==> src/rtl/irmt_pkg.sv <==
package irmt_pkg;

    // ------------------------------------------------------------------
    // register indices (byte address = index * 4)
    // ------------------------------------------------------------------
    localparam logic [12:0] IDX_CONFIG = 13'h184a;
    localparam logic [12:0] IDX_COMMAND = 13'h184b;
    localparam logic [12:0] IDX_STATUS = 13'h184c;
    localparam logic [12:0] IDX_WRITE_WORD = 13'h184d;
    localparam logic [12:0] IDX_READ_WORD = 13'h184e;
    localparam int ADDR_W = 15;

    // ------------------------------------------------------------------
    // field layout
    // ------------------------------------------------------------------
    localparam int CFG_EN_BIT = 0;
    localparam int CFG_MODE_LO = 1;
    localparam int CMD_DIR_BIT = 7;
    localparam int CMD_TYPE_LO = 5;
    localparam int CMD_IDX_LO = 0;
    localparam int STS_PEND_BIT = 0;

    // ------------------------------------------------------------------
    // table geometry, reset values and timing
    // ------------------------------------------------------------------
    localparam int NUM_RATE = 24;
    localparam int ENTRY_W = 16;
    localparam int PORT_GROUP = 8;
    localparam logic [15:0] RATE_RESET = 16'h0014;
    localparam logic [15:0] BURST_RESET = 16'h0600;
    localparam logic [15:0] WORD_RESET = 16'h0000;
    localparam int BYTE_TIME_NS = 20;
    localparam int CLK_PERIOD_NS = 50;
    // table access stays busy this many cycles; pending is shown one cycle longer, through done
    localparam logic [1:0] ACCESS_CYCLES = 2'h2;

    typedef enum logic [1:0] {
        IRMT_MODE_PORT_PRI = 2'h0,
        IRMT_MODE_PORT = 2'h1,
        IRMT_MODE_PRI = 2'h2,
        IRMT_MODE_RSVD = 2'h3
    } irmt_mode_e;

    typedef enum logic [1:0] {
        IRMT_TBL_RSVD = 2'h0,
        IRMT_TBL_RATE = 2'h1,
        IRMT_TBL_CBS = 2'h2,
        IRMT_TBL_EBS = 2'h3
    } irmt_tbl_e;

    typedef struct packed {
        logic dir_read;
        irmt_tbl_e tbl;
        logic [4:0] idx;
    } irmt_cmd_s;

    typedef struct packed {
        logic enable;
        irmt_mode_e mode;
    } irmt_cfg_s;

    // packet key presented to the meter selector
    typedef struct packed {
        logic valid;
        logic [1:0] port;
        logic [4:0] pri;
    } irmt_key_s;

endpackage

==> src/rtl/irmt_table.sv <==
`timescale 1ns/1ps
// 16-bit metering table: 24 rate entries plus two burst sizes
module irmt_table (
    input wire logic sys_clk,
    input wire logic arst_n,
    input wire logic wr_en,
    input wire irmt_pkg::irmt_tbl_e wr_tbl,
    input wire logic [4:0] wr_idx,
    input wire logic [15:0] wr_data,
    input wire irmt_pkg::irmt_tbl_e rd_tbl,
    input wire logic [4:0] rd_idx,
    output logic [15:0] rd_data,
    input wire logic [4:0] mtr_idx,
    output logic [15:0] mtr_rate,
    output logic [15:0] cbs,
    output logic [15:0] ebs
);
    logic [15:0] rate_r [irmt_pkg::NUM_RATE];
    logic [15:0] cbs_r;
    logic [15:0] ebs_r;

    // ------------------------------------------------------------------
    // rate entries, one flop word per entry
    // ------------------------------------------------------------------
    genvar gi;
    generate
        for (gi = 0; gi < irmt_pkg::NUM_RATE; gi++) begin : g_rate
            always_ff @(posedge sys_clk or negedge arst_n) begin
                if (!arst_n) begin
                    rate_r[gi] <= irmt_pkg::RATE_RESET;
                end else if (wr_en && wr_tbl == irmt_pkg::IRMT_TBL_RATE
                             && wr_idx == 5'(gi)) begin
                    rate_r[gi] <= wr_data;
                end
            end
        end
    endgenerate

    // burst sizes; buckets elsewhere start from these defaults
    always_ff @(posedge sys_clk or negedge arst_n) begin
        if (!arst_n) begin
            cbs_r <= irmt_pkg::BURST_RESET;
            ebs_r <= irmt_pkg::BURST_RESET;
        end else if (wr_en && wr_tbl == irmt_pkg::IRMT_TBL_CBS) begin
            cbs_r <= wr_data;
        end else if (wr_en && wr_tbl == irmt_pkg::IRMT_TBL_EBS) begin
            ebs_r <= wr_data;
        end
    end

    // read mux; out-of-range index gives zero rather than x
    always_comb begin
        rd_data = '0;
        unique case (rd_tbl)
            irmt_pkg::IRMT_TBL_RATE: begin
                if (rd_idx < 5'(irmt_pkg::NUM_RATE)) begin
                    rd_data = rate_r[rd_idx];
                end
            end
            irmt_pkg::IRMT_TBL_CBS: rd_data = cbs_r;
            irmt_pkg::IRMT_TBL_EBS: rd_data = ebs_r;
            irmt_pkg::IRMT_TBL_RSVD: rd_data = '0;
        endcase
    end

    assign mtr_rate = (mtr_idx < 5'(irmt_pkg::NUM_RATE)) ? rate_r[mtr_idx] : '0;
    assign cbs = cbs_r;
    assign ebs = ebs_r;
endmodule // irmt_table

==> src/rtl/irmt_select.sv <==
`timescale 1ns/1ps
// maps a packet's port and priority to a rate entry index
module irmt_select (
    input wire irmt_pkg::irmt_mode_e mode,
    input wire irmt_pkg::irmt_key_s key,
    output logic [4:0] idx,
    output logic idx_ok
);
    // ------------------------------------------------------------------
    // index per mode
    // ------------------------------------------------------------------
    always_comb begin
        idx = '0;
        idx_ok = 1'b0;
        unique case (mode)
            irmt_pkg::IRMT_MODE_PORT_PRI: begin
                // port group of eight, priority ascends from group base
                idx = 5'(key.port * irmt_pkg::PORT_GROUP) + 5'(key.pri[2:0]);
                idx_ok = key.port < 2'h3 && key.pri < 5'h08;
            end
            irmt_pkg::IRMT_MODE_PORT: begin
                idx = 5'(key.port);
                idx_ok = key.port < 2'h3;
            end
            irmt_pkg::IRMT_MODE_PRI: begin
                idx = key.pri;
                idx_ok = key.pri < 5'(irmt_pkg::NUM_RATE);
            end
            irmt_pkg::IRMT_MODE_RSVD: begin
                idx = '0; // reserved mode never meters
                idx_ok = 1'b0;
            end
        endcase
    end
endmodule // irmt_select

==> src/rtl/irmt_top.sv <==
// Decided for this implementation: the strobed register port.
`timescale 1ns/1ps
module irmt_top (
    input wire logic sys_clk,
    input wire logic arst_n,
    input wire logic [14:0] reg_addr,
    input wire logic [31:0] reg_wdata,
    input wire logic reg_wr,
    input wire logic reg_rd,
    output logic [31:0] reg_rdata,
    input wire logic pkt_valid,
    input wire logic [1:0] pkt_port,
    input wire logic [4:0] pkt_pri,
    output logic meter_active,
    output logic [4:0] meter_idx,
    output logic [15:0] meter_rate,
    output logic [15:0] meter_cbs,
    output logic [15:0] meter_ebs
);
    // ------------------------------------------------------------------
    // types and state
    // ------------------------------------------------------------------
    typedef enum logic [2:0] {
        ST_IDLE = 3'b001,
        ST_BUSY = 3'b010,
        ST_DONE = 3'b100
    } irmt_st_e;

    irmt_st_e state_r;
    irmt_st_e state_nxt;
    irmt_pkg::irmt_cfg_s cfg_r;
    irmt_pkg::irmt_cmd_s cmd_r;
    logic [15:0] wword_r;
    logic [15:0] rword_r;
    logic pend_r;
    logic [1:0] cnt_r;
    logic [31:0] reg_rdata_r;
    logic meter_active_r;
    logic [4:0] meter_idx_r;
    logic [15:0] meter_rate_r;
    logic [15:0] meter_cbs_r;
    logic [15:0] meter_ebs_r;
    logic [12:0] idx_w;
    logic word_ok;
    logic cmd_wr;
    logic tbl_wr;
    logic [15:0] tbl_rd;
    logic [4:0] sel_idx;
    logic sel_ok;
    logic [15:0] sel_rate;
    logic [15:0] cbs_w;
    logic [15:0] ebs_w;
    irmt_pkg::irmt_key_s key_w;
    irmt_pkg::irmt_cmd_s wcmd_w;

    // byte addressing: word index sits above the two low bits
    assign idx_w = reg_addr[14:2];
    assign word_ok = reg_addr[1:0] == 2'h0;
    assign cmd_wr = reg_wr && word_ok && idx_w == irmt_pkg::IDX_COMMAND;
    assign wcmd_w = irmt_pkg::irmt_cmd_s'(reg_wdata[irmt_pkg::CMD_DIR_BIT:0]);
    assign key_w = '{valid: pkt_valid, port: pkt_port, pri: pkt_pri};

    // ------------------------------------------------------------------
    // configuration register
    // ------------------------------------------------------------------
    always_ff @(posedge sys_clk or negedge arst_n) begin
        if (!arst_n) begin
            cfg_r <= '0;
        end else if (reg_wr && word_ok && idx_w == irmt_pkg::IDX_CONFIG) begin
            cfg_r.enable <= reg_wdata[irmt_pkg::CFG_EN_BIT];
            cfg_r.mode <= irmt_pkg::irmt_mode_e'(
                reg_wdata[irmt_pkg::CFG_MODE_LO +: 2]);
        end
    end

    // write word; low 16 bits only
    always_ff @(posedge sys_clk or negedge arst_n) begin
        if (!arst_n) begin
            wword_r <= irmt_pkg::WORD_RESET;
        end else if (reg_wr && word_ok && idx_w == irmt_pkg::IDX_WRITE_WORD) begin
            wword_r <= reg_wdata[irmt_pkg::ENTRY_W-1:0];
        end
    end

    // ------------------------------------------------------------------
    // command register and access sequencer
    // ------------------------------------------------------------------
    // a command written while busy is ignored: the latched fields must stay
    // steady until the running access ends
    always_ff @(posedge sys_clk or negedge arst_n) begin
        if (!arst_n) begin
            cmd_r <= '0;
        end else if (cmd_wr && state_r == ST_IDLE) begin
            cmd_r <= wcmd_w;
        end
    end

    always_comb begin
        state_nxt = state_r;
        unique case (state_r)
            ST_IDLE: if (cmd_wr) state_nxt = ST_BUSY;
            ST_BUSY: if (cnt_r == irmt_pkg::ACCESS_CYCLES - 2'h1) state_nxt = ST_DONE;
            ST_DONE: state_nxt = ST_IDLE;
            default: state_nxt = ST_IDLE;
        endcase
    end

    always_ff @(posedge sys_clk or negedge arst_n) begin
        if (!arst_n) begin
            state_r <= ST_IDLE;
        end else begin
            state_r <= state_nxt;
        end
    end

    // cycle count inside the busy phase
    always_ff @(posedge sys_clk or negedge arst_n) begin
        if (!arst_n) begin
            cnt_r <= '0;
        end else if (state_r == ST_BUSY) begin
            cnt_r <= cnt_r + 2'h1;
        end else begin
            cnt_r <= '0;
        end
    end

    // pending: set by command, cleared by hardware at completion
    // software has no way to abort an access, it can only wait for the clear
    always_ff @(posedge sys_clk or negedge arst_n) begin
        if (!arst_n) begin
            pend_r <= 1'b0;
        end else if (state_r == ST_IDLE && cmd_wr) begin
            pend_r <= 1'b1;
        end else if (state_r == ST_DONE) begin
            pend_r <= 1'b0;
        end
    end

    // table commit happens in the done cycle
    assign tbl_wr = state_r == ST_DONE && !cmd_r.dir_read;

    // read result lands one edge before pending drops
    always_ff @(posedge sys_clk or negedge arst_n) begin
        if (!arst_n) begin
            rword_r <= irmt_pkg::WORD_RESET;
        end else if (state_r == ST_BUSY && state_nxt == ST_DONE && cmd_r.dir_read) begin
            rword_r <= tbl_rd;
        end
    end

    // ------------------------------------------------------------------
    // storage and meter selection
    // ------------------------------------------------------------------
    irmt_table u_table (
        .sys_clk(sys_clk),
        .arst_n(arst_n),
        .wr_en(tbl_wr),
        .wr_tbl(cmd_r.tbl),
        .wr_idx(cmd_r.idx),
        .wr_data(wword_r),
        .rd_tbl(cmd_r.tbl),
        .rd_idx(cmd_r.idx),
        .rd_data(tbl_rd),
        .mtr_idx(sel_idx),
        .mtr_rate(sel_rate),
        .cbs(cbs_w),
        .ebs(ebs_w)
    );

    irmt_select u_select (
        .mode(cfg_r.mode),
        .key(key_w),
        .idx(sel_idx),
        .idx_ok(sel_ok)
    );

    // meter outputs toward the policer; nothing metered when disabled
    // registered so the policer sees a settled index and rate for a whole cycle
    always_ff @(posedge sys_clk or negedge arst_n) begin
        if (!arst_n) begin
            meter_active_r <= 1'b0;
            meter_idx_r <= '0;
            meter_rate_r <= irmt_pkg::RATE_RESET;
            meter_cbs_r <= irmt_pkg::BURST_RESET;
            meter_ebs_r <= irmt_pkg::BURST_RESET;
        end else begin
            meter_active_r <= cfg_r.enable && key_w.valid && sel_ok;
            meter_idx_r <= sel_idx;
            meter_rate_r <= sel_rate;
            meter_cbs_r <= cbs_w;
            meter_ebs_r <= ebs_w;
        end
    end

    // ------------------------------------------------------------------
    // register read port: data valid the cycle after the strobe
    // ------------------------------------------------------------------
    always_ff @(posedge sys_clk or negedge arst_n) begin
        if (!arst_n) begin
            reg_rdata_r <= '0;
        end else if (reg_rd && word_ok) begin
            reg_rdata_r <= '0;
            unique case (idx_w)
                irmt_pkg::IDX_CONFIG: reg_rdata_r[2:0] <= {cfg_r.mode, cfg_r.enable};
                irmt_pkg::IDX_COMMAND: reg_rdata_r[7:0] <= cmd_r;
                irmt_pkg::IDX_STATUS: reg_rdata_r[irmt_pkg::STS_PEND_BIT] <= pend_r;
                irmt_pkg::IDX_WRITE_WORD: reg_rdata_r[15:0] <= wword_r;
                irmt_pkg::IDX_READ_WORD: reg_rdata_r[15:0] <= rword_r;
                default: reg_rdata_r <= '0;
            endcase
        end else begin
            reg_rdata_r <= '0;
        end
    end

    assign reg_rdata = reg_rdata_r;
    assign meter_active = meter_active_r;
    assign meter_idx = meter_idx_r;
    assign meter_rate = meter_rate_r;
    assign meter_cbs = meter_cbs_r;
    assign meter_ebs = meter_ebs_r;

    // ------------------------------------------------------------------
    // checks
    // ------------------------------------------------------------------
    AST_CMD_PEND: assert property (@(posedge sys_clk) disable iff (!arst_n)
        (cmd_wr && state_r == ST_IDLE) |=> pend_r [*3] ##1 !pend_r)
        else $error("pending not held three cycles after command");
    AST_DIS_NOMETER: assert property (@(posedge sys_clk) disable iff (!arst_n)
        !cfg_r.enable |=> !meter_active)
        else $error("metering while disabled");
    AST_RD_BEFORE_CLR: assert property (@(posedge sys_clk) disable iff (!arst_n)
        ($fell(pend_r) && cmd_r.dir_read) |-> rword_r == $past(tbl_rd, 2))
        else $error("read word not loaded before pending cleared");
    AST_WR_COMMIT: assert property (@(posedge sys_clk) disable iff (!arst_n)
        tbl_wr |-> (pend_r && !cmd_r.dir_read))
        else $error("table written outside a write access");
    AST_START: assert property (@(posedge sys_clk) disable iff (!arst_n)
        (cmd_wr && state_r == ST_IDLE) |=> (state_r == ST_BUSY && cmd_r == $past(wcmd_w)))
        else $error("command not started");
    AST_PORT_MODE: assert property (@(posedge sys_clk) disable iff (!arst_n)
        (cfg_r.mode == irmt_pkg::IRMT_MODE_PORT && pkt_port < 2'h3)
        |-> sel_idx == 5'(pkt_port))
        else $error("port-only mode index wrong");
    AST_PP_MODE: assert property (@(posedge sys_clk) disable iff (!arst_n)
        (cfg_r.mode == irmt_pkg::IRMT_MODE_PORT_PRI && pkt_pri < 5'h08)
        |-> sel_idx == {pkt_port, pkt_pri[2:0]})
        else $error("port and priority index wrong");
    AST_PRI_MODE: assert property (@(posedge sys_clk) disable iff (!arst_n)
        cfg_r.mode == irmt_pkg::IRMT_MODE_PRI |-> sel_idx == pkt_pri)
        else $error("priority-only index wrong");

    // ------------------------------------------------------------------
    // register port and meter gate checks
    // ------------------------------------------------------------------
    // pending mirrors the sequencer, so a poll can never see a false idle
    AST_PEND_STATE: assert property (@(posedge sys_clk) disable iff (!arst_n)
        pend_r == (state_r != ST_IDLE))
        else $error("pending flag out of step with the sequencer");
    AST_BUSY_DROP: assert property (@(posedge sys_clk) disable iff (!arst_n)
        (cmd_wr && state_r != ST_IDLE) |=> cmd_r == $past(cmd_r))
        else $error("command taken while an access was running");
    AST_CFG_WR: assert property (@(posedge sys_clk) disable iff (!arst_n)
        (reg_wr && word_ok && idx_w == irmt_pkg::IDX_CONFIG)
        |=> (cfg_r.enable == $past(reg_wdata[irmt_pkg::CFG_EN_BIT])
            && cfg_r.mode == $past(reg_wdata[irmt_pkg::CFG_MODE_LO +: 2])))
        else $error("configuration write not taken");
    AST_STS_READ: assert property (@(posedge sys_clk) disable iff (!arst_n)
        (reg_rd && word_ok && idx_w == irmt_pkg::IDX_STATUS)
        |=> reg_rdata == {31'h0, $past(pend_r)})
        else $error("status read does not show pending");
    AST_RD_WORD: assert property (@(posedge sys_clk) disable iff (!arst_n)
        (reg_rd && word_ok && idx_w == irmt_pkg::IDX_READ_WORD)
        |=> reg_rdata == {16'h0, $past(rword_r)})
        else $error("read word not returned in the low half");
    AST_RDATA_IDLE: assert property (@(posedge sys_clk) disable iff (!arst_n)
        !(reg_rd && word_ok) |=> reg_rdata == '0)
        else $error("read data left standing without a read");
    AST_RSVD_MODE: assert property (@(posedge sys_clk) disable iff (!arst_n)
        cfg_r.mode == irmt_pkg::IRMT_MODE_RSVD |=> !meter_active)
        else $error("metering in the reserved mode");
    AST_PORT3: assert property (@(posedge sys_clk) disable iff (!arst_n)
        (cfg_r.mode == irmt_pkg::IRMT_MODE_PORT_PRI && pkt_port == 2'h3)
        |=> !meter_active)
        else $error("port without a rate group was metered");
endmodule // irmt_top

==> config.mk <==
export PLATFORM = sky130hd
export DESIGN_NAME = irmt_top
export DESIGN_NICKNAME = d
export VERILOG_FILES = /design/src/rtl/irmt_pkg.sv /design/src/rtl/irmt_table.sv /design/src/rtl/irmt_select.sv /design/src/rtl/irmt_top.sv
export SDC_FILE = /design/constraint.sdc
export NUM_CORES = 1
export LEC_CHECK = 0
export ABC_AREA = 1
export BUFFER_PORTS_ARGS = -buffer_cell sky130_fd_sc_hd__buf_2
export CAP_MARGIN = 20
export CORE_MARGIN = 4
export CORE_UTILIZATION = 35
export DETAILED_ROUTE_END_ITERATION = 10
export GPL_ROUTABILITY_DRIVEN = 1
export GPL_TIMING_DRIVEN = 0
export HOLD_SLACK_MARGIN = 0.08
export PLACE_DENSITY = 0.54
export SYNTH_ARGS = -nofsm -noshare
export SYNTH_HDL_FRONTEND = slang
export SYNTH_SLANG_ARGS = --single-unit
==> constraint.sdc <==
create_clock -name sys_clk -period 2.35 [get_ports sys_clk]
set_input_delay 0.235 -clock sys_clk [delete_from_list [all_inputs] [get_ports sys_clk]]
set_output_delay 0.235 -clock sys_clk [all_outputs]
set_load 0.05 [all_outputs]
==> reports/metrics.cfg, run 1 <==
[final_layout]
final_cell_mix = 1517 x nand2_1, 471 x dfrtp_1, 423 x o21ai_0
syn2layout_area_growth_pct = 20.0
finalNetCount = 4059
stdcell_count = 5092
drive_gt1_share_pct = 15.5
final_area_mm2 = 0.0332
final_common_cell = nand2_1

[grt]
grt_max_degree = 120
grt_pass1_wl_mm = 198
grt_use_total_pct = 33.3
overflow = 0
grt_pass1_vias = 26492
antenna_found_initial = 10

[sta]
max_freq_mhz = 416
fin_crit_ns = 2.40
finClkSkew_ns = 0.0293
setup_ws_ns = -0.0517
relSlewSlack_pct = 16.6
hold_violations = 0
rsz0062_at_grt = false
finalSetupViolCount = 4
whs_ns = 0.0880
period_share_pct = 102
worst_pin_slew_ns = 1.25
slew_viol_final = 0

[pwr]
p_per_area_mw_per_mm2 = 626
seq_power_share_pct = 44.5
cellLeakagePower_nw = 15.9
p_int_w = 0.0154
p_switching_w = 0.00536
switching_share_pct = 25.8
clock_power_share_pct = 48.7
combPwrFrac_pct = 6.8
irDropWorstVdd_mv = 0.613

[clock_tree]
cts_root_buf = clkbuf_16
cts_buffer_depth = 3
clkTransAtPathRegs_ns = 0.07
clkLatencyLatePin_ns = 0.67
clock_sinks = 535
cts-htree-levels = 2
cts_buffers = 61
cts_tree = built

[routing]
post_drt_wl_per_cell_um = 27.9
drt-initial-drc-count = 3832
wl_mm = 142
drc = 0
vias_per_cell = 5.58
vias = 28431
first_pass_iters = 6
ant_nets = 0

[logic_synthesis]
netlist_instances = 3751
synthesis.area_mm2 = 0.0277
ys_ff_latch = 535
yosys_warnings = 0
yosysSeqAreaShare_pct = 48.6
synth.distinct_cells = 37
synth.avg_cell_area_um2 = 7.38

[critical_path]
critPathKind = flip-flop to flip-flop
r2r_start = cmd_r[0]$_DFFE_PN0P_
worstSetupStartpointType = flip-flop
rr_worst_depth = 14
worstReg2RegEnd = rword_r[14]$_DFFE_PN0P_
path_max_fanout = 10
crit_arrival_ns = 2.93
reg2reg_slack_ns = -0.05
endpoint_kind = flip-flop
required_ns = 2.88

[floorplanning]
core_mm2 = 0.0780
initial_utilization_pct = 35.5
dieArea_mm2 = 0.0837
io_pins = 145
fp-row-count = 102
die_x_um = 289
fp.dieH_um = 289

[place]
dpl_cell_area_mm2 = 0.0299
gp_congestion = 1.04
io_buffers = 112
placed_cells = 4929
dp_hpwl_mm = 104

[status]
status = finished, violations left
violations = negative setup slack

[min_path]
hp-class = primary input to async pin

[flow_run]
maxCapViolations = 0

[critical path, stage by stage (launching register included)]
cell and delay [ns]:
dfrtp_2 0.41, buf_12 0.15, buf_8 0.16, buf_6 0.16
buf_6 0.17, nand2_1 0.08, nand2_1 0.07, nand2_1 0.13
nand2_1 0.07, nand2_1 0.17, nand2_1 0.10, nor2_2 0.22
nand2_1 0.17, nand2_1 0.12, a21oi_1 0.06
[state kept, by name, summed over array words and instances, names as in the netlist, 8 cells and up]
register / count
cmd_r: 8
u_table.cbs: 16
reg_rdata: 16
meter_cbs: 16
meter_ebs: 16
u_table.ebs: 16
meter_rate: 16
u_table.rate_r: 384
rword_r: 16
wword_r: 16
[power by group through the flow]
stage               Sequential (W)  Combinational (W)  Clock [W]
floorplan                  0.00953           0.000481          0
global placement           0.00942            0.00124          0
detailed placement         0.00942            0.00126          0
CTS                        0.00926            0.00135     0.0102
global route               0.00925            0.00147     0.0107
finish                     0.00926            0.00141     0.0101
[cell families after synthesis]
group           share of synthesized area [%]
flops                                    48.6
other cells                            0.0135
fa+ha+maj                              0.0452
buf+inv                                  7.12
compound gates                           11.9
simple gates                             32.3
[synthesized netlist by cell type]
cell type | instances | area [um^2]
nand2_1 | 1522 | 5710
dfrtp_1 | 476 | 11900
nand3_1 | 444 | 2220
o21ai_0 | 423 | 2120
clkbuf_1 | 160 | 601
inv_1 | 151 | 567
nor2_1 | 112 | 420
buf_2 | 87 | 435
a21oi_1 | 61 | 305
o21ai_1 | 61 | 305
dfstp_2 | 59 | 1550
o211ai_1 | 48 | 360
buf_4 | 34 | 255
buf_1 | 17 | 63.8
a221oi_1 | 16 | 140
or2_2 | 16 | 100
nand4_1 | 13 | 81.3
nand4_4 | 10 | 213
o22ai_1 | 6 | 37.5
inv_2 | 5 | 18.8
nand3b_1 | 4 | 30.0
nor3_1 | 4 | 20.0
clkinv_1 | 3 | 11.3
nand2_2 | 2 | 12.5
nor2_2 | 2 | 12.5
nor2_4 | 2 | 22.5
nor3_4 | 2 | 32.5
o22ai_2 | 2 | 25.0
buf_12 | 1 | 20.0
conb_1 | 1 | 3.75
ha_1 | 1 | 12.5
nand2_4 | 1 | 11.3
nand3_2 | 1 | 10.0
nor2_8 | 1 | 20.0
nor3_2 | 1 | 10.0
o21a_1 | 1 | 7.51
o21bai_1 | 1 | 7.51
[how the worst max path moves through the flow]
| stage | cells after the start | slack, ns | from | endpoint |
|---|---|---|---|---|
| 6_report | 14 | -0.05 | cmd_r[0]$_DFFE_PN0P_ | rword_r[14]$_DFFE_PN0P_ |
| 5_1_grt | 9 | 0.00006 | state_r[1]$_DFF_PN0_ | u_table.rate_r[134]$_DFFE_PN0P_ |
| 4_1_cts | 12 | 0.002 | cmd_r[0]$_DFFE_PN0P_ | rword_r[7]$_DFFE_PN0P_ |
| 3_5_place_dp | 10 | -0.94 | cfg_r[1]$_DFFE_PN0P_ | meter_rate[10]$_DFF_PN0_ |
| 3_3_place_gp | 1 | -10.67 | arst_n | reg_rdata[0]$_DFF_PN0_ |
| 2_1_floorplan | 8 | 0.70 | state_r[1]$_DFF_PN0_ | u_table.rate_r[106]$_DFFE_PN0P_ |
[metal layers]
metal  vias to the layer above  global-route usage [%]  wire length [um]
met1                     13961                    47.3             60000
met5                         -                       0                12
met3                       299                    6.77             13700
li1                      12647                       -                 -
met4                         2                    14.7              7370
met2                      1522                    49.3             60800
[area by class of cell]
class | instances | area, um^2
sequential | 535 | 13500
buffer | 298 | 1750
antenna | 1 | 2.50
timing repair buffer | 171 | 1330
fill | 8138 | 44700
inverter | 159 | 613
tap | 1040 | 1300
clock buffer | 87 | 1780
multi-input combinational | 2773 | 12600
clock inverter | 28 | 353
[through the flow]
| stage | total power, W | utilization (%) | setup slack [ns] | TNS (ns) |
|---|---|---|---|---|
| after floorplan | 0.0100 | - | 0.705 | 0 |
| after detailed placement | 0.0107 | 38.3 | -0.944 | -52.09 |
| final | 0.0208 | 42.6 | -0.0517 | -0.0834 |
| after global routing | 0.0214 | 42.6 | 0.0000553 | 0 |
| after CTS | 0.0209 | 42.1 | 0.00209 | 0 |
| after global placement | 0.0107 | 38.0 | -10.67 | -5468.25 |
[what timing repair did]
action,in CTS,in global routing
endpoints found under the hold margin,304,0
endpoints found under the setup margin,295,128
cloned,0,1
setup buffers,8,8
pin swaps,9,11
hold buffers,28,0
resized for setup,200,97
Note: power is estimated with default switching activity, not from simulation.
==> run 2, diff against run 1 <==
Settings changed: CTS_BUF_LIST from default to sky130_fd_sc_hd__clkbuf_8, CTS_CLUSTER_SIZE from default to 16.
==> run 2 against run 1 <==
First-iteration DRC count is 3.2% lower. Register-to-register slack barely moved. Clock skew increased by 0.017 ns. Fmax decreased by 0.39%. The flow still finishes with violations (negative setup slack). Largest cell class unchanged. Sequential share of layout area increased by 0.067 points. Via count grew 0.68%. Die area unchanged. Total power down 5.3%.
==> reports/metrics.cfg, run 2 (synthesized netlist as in run 1, its figures left out) <==
[status]
status = finished, violations left
violations = negative setup slack

[clock_tree]
clkLatencyLatePin_ns = 0.74
cts_buffer_depth = 3
cts_root_buf = clkbuf_8
cts_buffers = 94
clkTransAtPathRegs_ns = 0.06
clock_sinks = 535
cts_tree = built
cts-htree-levels = 3

[floorplanning]
dieArea_mm2 = 0.0837
fp.dieH_um = 289
fp-row-count = 102
initial_utilization_pct = 35.5
io_pins = 145
core_mm2 = 0.0780
die_x_um = 289

[final_layout]
syn2layout_area_growth_pct = 19.8
final_cell_mix = 1514 x nand2_1, 471 x dfrtp_1, 421 x o21ai_0
final_common_cell = nand2_1
largest_reg_flops = 384
stdcell_count = 5166
finalNetCount = 4102
drive_gt1_share_pct = 16.3
regMostFlops = u_table.rate_r

[critical_path]
required_ns = 2.95
endpoint_kind = flip-flop
reg2reg_slack_ns = -0.06
critPathKind = flip-flop to flip-flop
worstSetupStartpointType = flip-flop
crit_arrival_ns = 3.01
path_max_fanout = 10

[sta]
max_freq_mhz = 415
hold_violations = 0
finalSetupViolCount = 9
worst_pin_slew_ns = 1.33
setup_ws_ns = -0.0612
rsz0062_at_grt = true
fin_crit_ns = 2.41
period_share_pct = 103
finClkSkew_ns = 0.0467
relSlewSlack_pct = 11.1
slew_viol_final = 0

[place]
io_buffers = 112
placed_cells = 4929
dp_hpwl_mm = 104
gp_congestion = 1.04
post-place-ws_ns = -0.944

[pwr]
cellLeakagePower_nw = 16.1
irDropWorstVdd_mv = 0.452
power.total_w = 0.0197
p_per_area_mw_per_mm2 = 594

[grt]
busiest_layer = met2
grt_pass1_vias = 26891
antenna_found_initial = 8
grt_use_total_pct = 33.5
groute.layer.met2.usage_pct = 49.3
met1_usage_pct = 47.0
overflow = 0
grt_pass1_wl_mm = 199
gr-usage-met3_pct = 6.99
grt_max_degree = 120

[routing]
drt-initial-drc-count = 3708
first_pass_iters = 6
vias_per_cell = 5.54
wl_mm = 143
ant_nets = 0
drc = 0
post_drt_wl_per_cell_um = 27.6
vias = 28624

[min_path]
hp-class = primary input to async pin

[flow_run]
maxCapViolations = 0

==> run 2: cell types whose count changed in the layout (fill, tap and decap cells not counted), moves of 3 or more <==
cell           previous run  this run
clkinv_2                 10        15
nand2_1                1517      1514
clkbuf_1                107        87
inv_1                   149       188
clkbuf_2                 48        53
nand2_2                   3         6
clkinvlp_4                6         2
inv_6                     4         1
clkbuf_16                63         0
dlygate4sd3_1            28        37
clkbuf_4                 17        21
clkbuf_8                 18       116
==> run 2: worst max-delay path, cell delays in order (launching register included) <==
cell and delay, ns:
dfrtp_2 0.41, buf_12 0.15, buf_6 0.16, nand2_4 0.12, clkinv_4 0.12, buf_4 0.23
nand2_1 0.08, nand2_1 0.07, nor2_1 0.23, nor2_1 0.10, nor2_2 0.26, nand2_1 0.15
nand2_1 0.11, a21oi_1 0.06
==> run 2: cell type report <==
| type | count | area, um^2 |
|---|---|---|
| Timing Repair Buffer | 180 | 1410 |
| Multi-Input combinational cell | 2773 | 12600 |
| Clock buffer | 112 | 1540 |
| Fill cell | 8175 | 44800 |
| Inverter | 159 | 609 |
| Sequential cell | 535 | 13500 |
| Clock inverter | 65 | 418 |
| Antenna cell | 3 | 7.51 |
| Buffer | 299 | 1780 |
| Tap cell | 1040 | 1300 |
==> run 2: path summary, 6_finish.rpt <==
path / start / to / cells after the start
worst min register to register: u_table.cbs[9]$_DFFE_PN1P_ / meter_cbs[9]$_DFF_PN1_ / 0
min in group sys_clk: reg_addr[11] / reg_rdata[4]$_DFF_PN0_ / 7
worst max-delay path: cmd_r[0]$_DFFE_PN0P_ / rword_r[7]$_DFFE_PN0P_ / 13
worst max register to register: cmd_r[0]$_DFFE_PN0P_ / rword_r[7]$_DFFE_PN0P_ / 13
max in group asynchronous: arst_n / cmd_r[4]$_DFFE_PN0P_ / 5
worst min-delay path: arst_n / meter_rate[2]$_DFF_PN1_ / 2
==> run 2: where the power goes <==
group	internal, W	switching (W)
registers	0.00925	0.00000873
clock network	0.00473	0.00428
logic	0.000350	0.00107
total	0.0143	0.00536
==> run 2: metrics by stage <==
| step | utilization (%) | setup TNS [ns] | area [um^2] | hold WS, ns |
|---|---|---|---|---|
| final | 42.6 | -0.278 | 33200 | 0.133 |
| after global routing | 42.5 | -0.0284 | 33200 | 0.133 |
| after CTS | 42.2 | -0.0350 | 32900 | 0.0978 |
| after detailed placement | 38.3 | -52.09 | 29900 | 0.192 |
| after global placement | 38.0 | -5468.25 | 29600 | 0.371 |
| after floorplan | - | 0 | 27700 | -0.0606 |
==> run 2: layer usage <==
layer	vias to the layer above	share of wire, %
met5	-	0
met4	0	5.6
met3	309	9.8
met2	1561	42
met1	14002	42
li1	12752	-
==> run 2: timing repair <==
item	in CTS	in global routing
buffers inserted	10	6
endpoints found under the setup margin	306	121
hold buffers	39	0
hold endpoints to repair	310	0
resized for setup	212	108
pin swaps	8	7
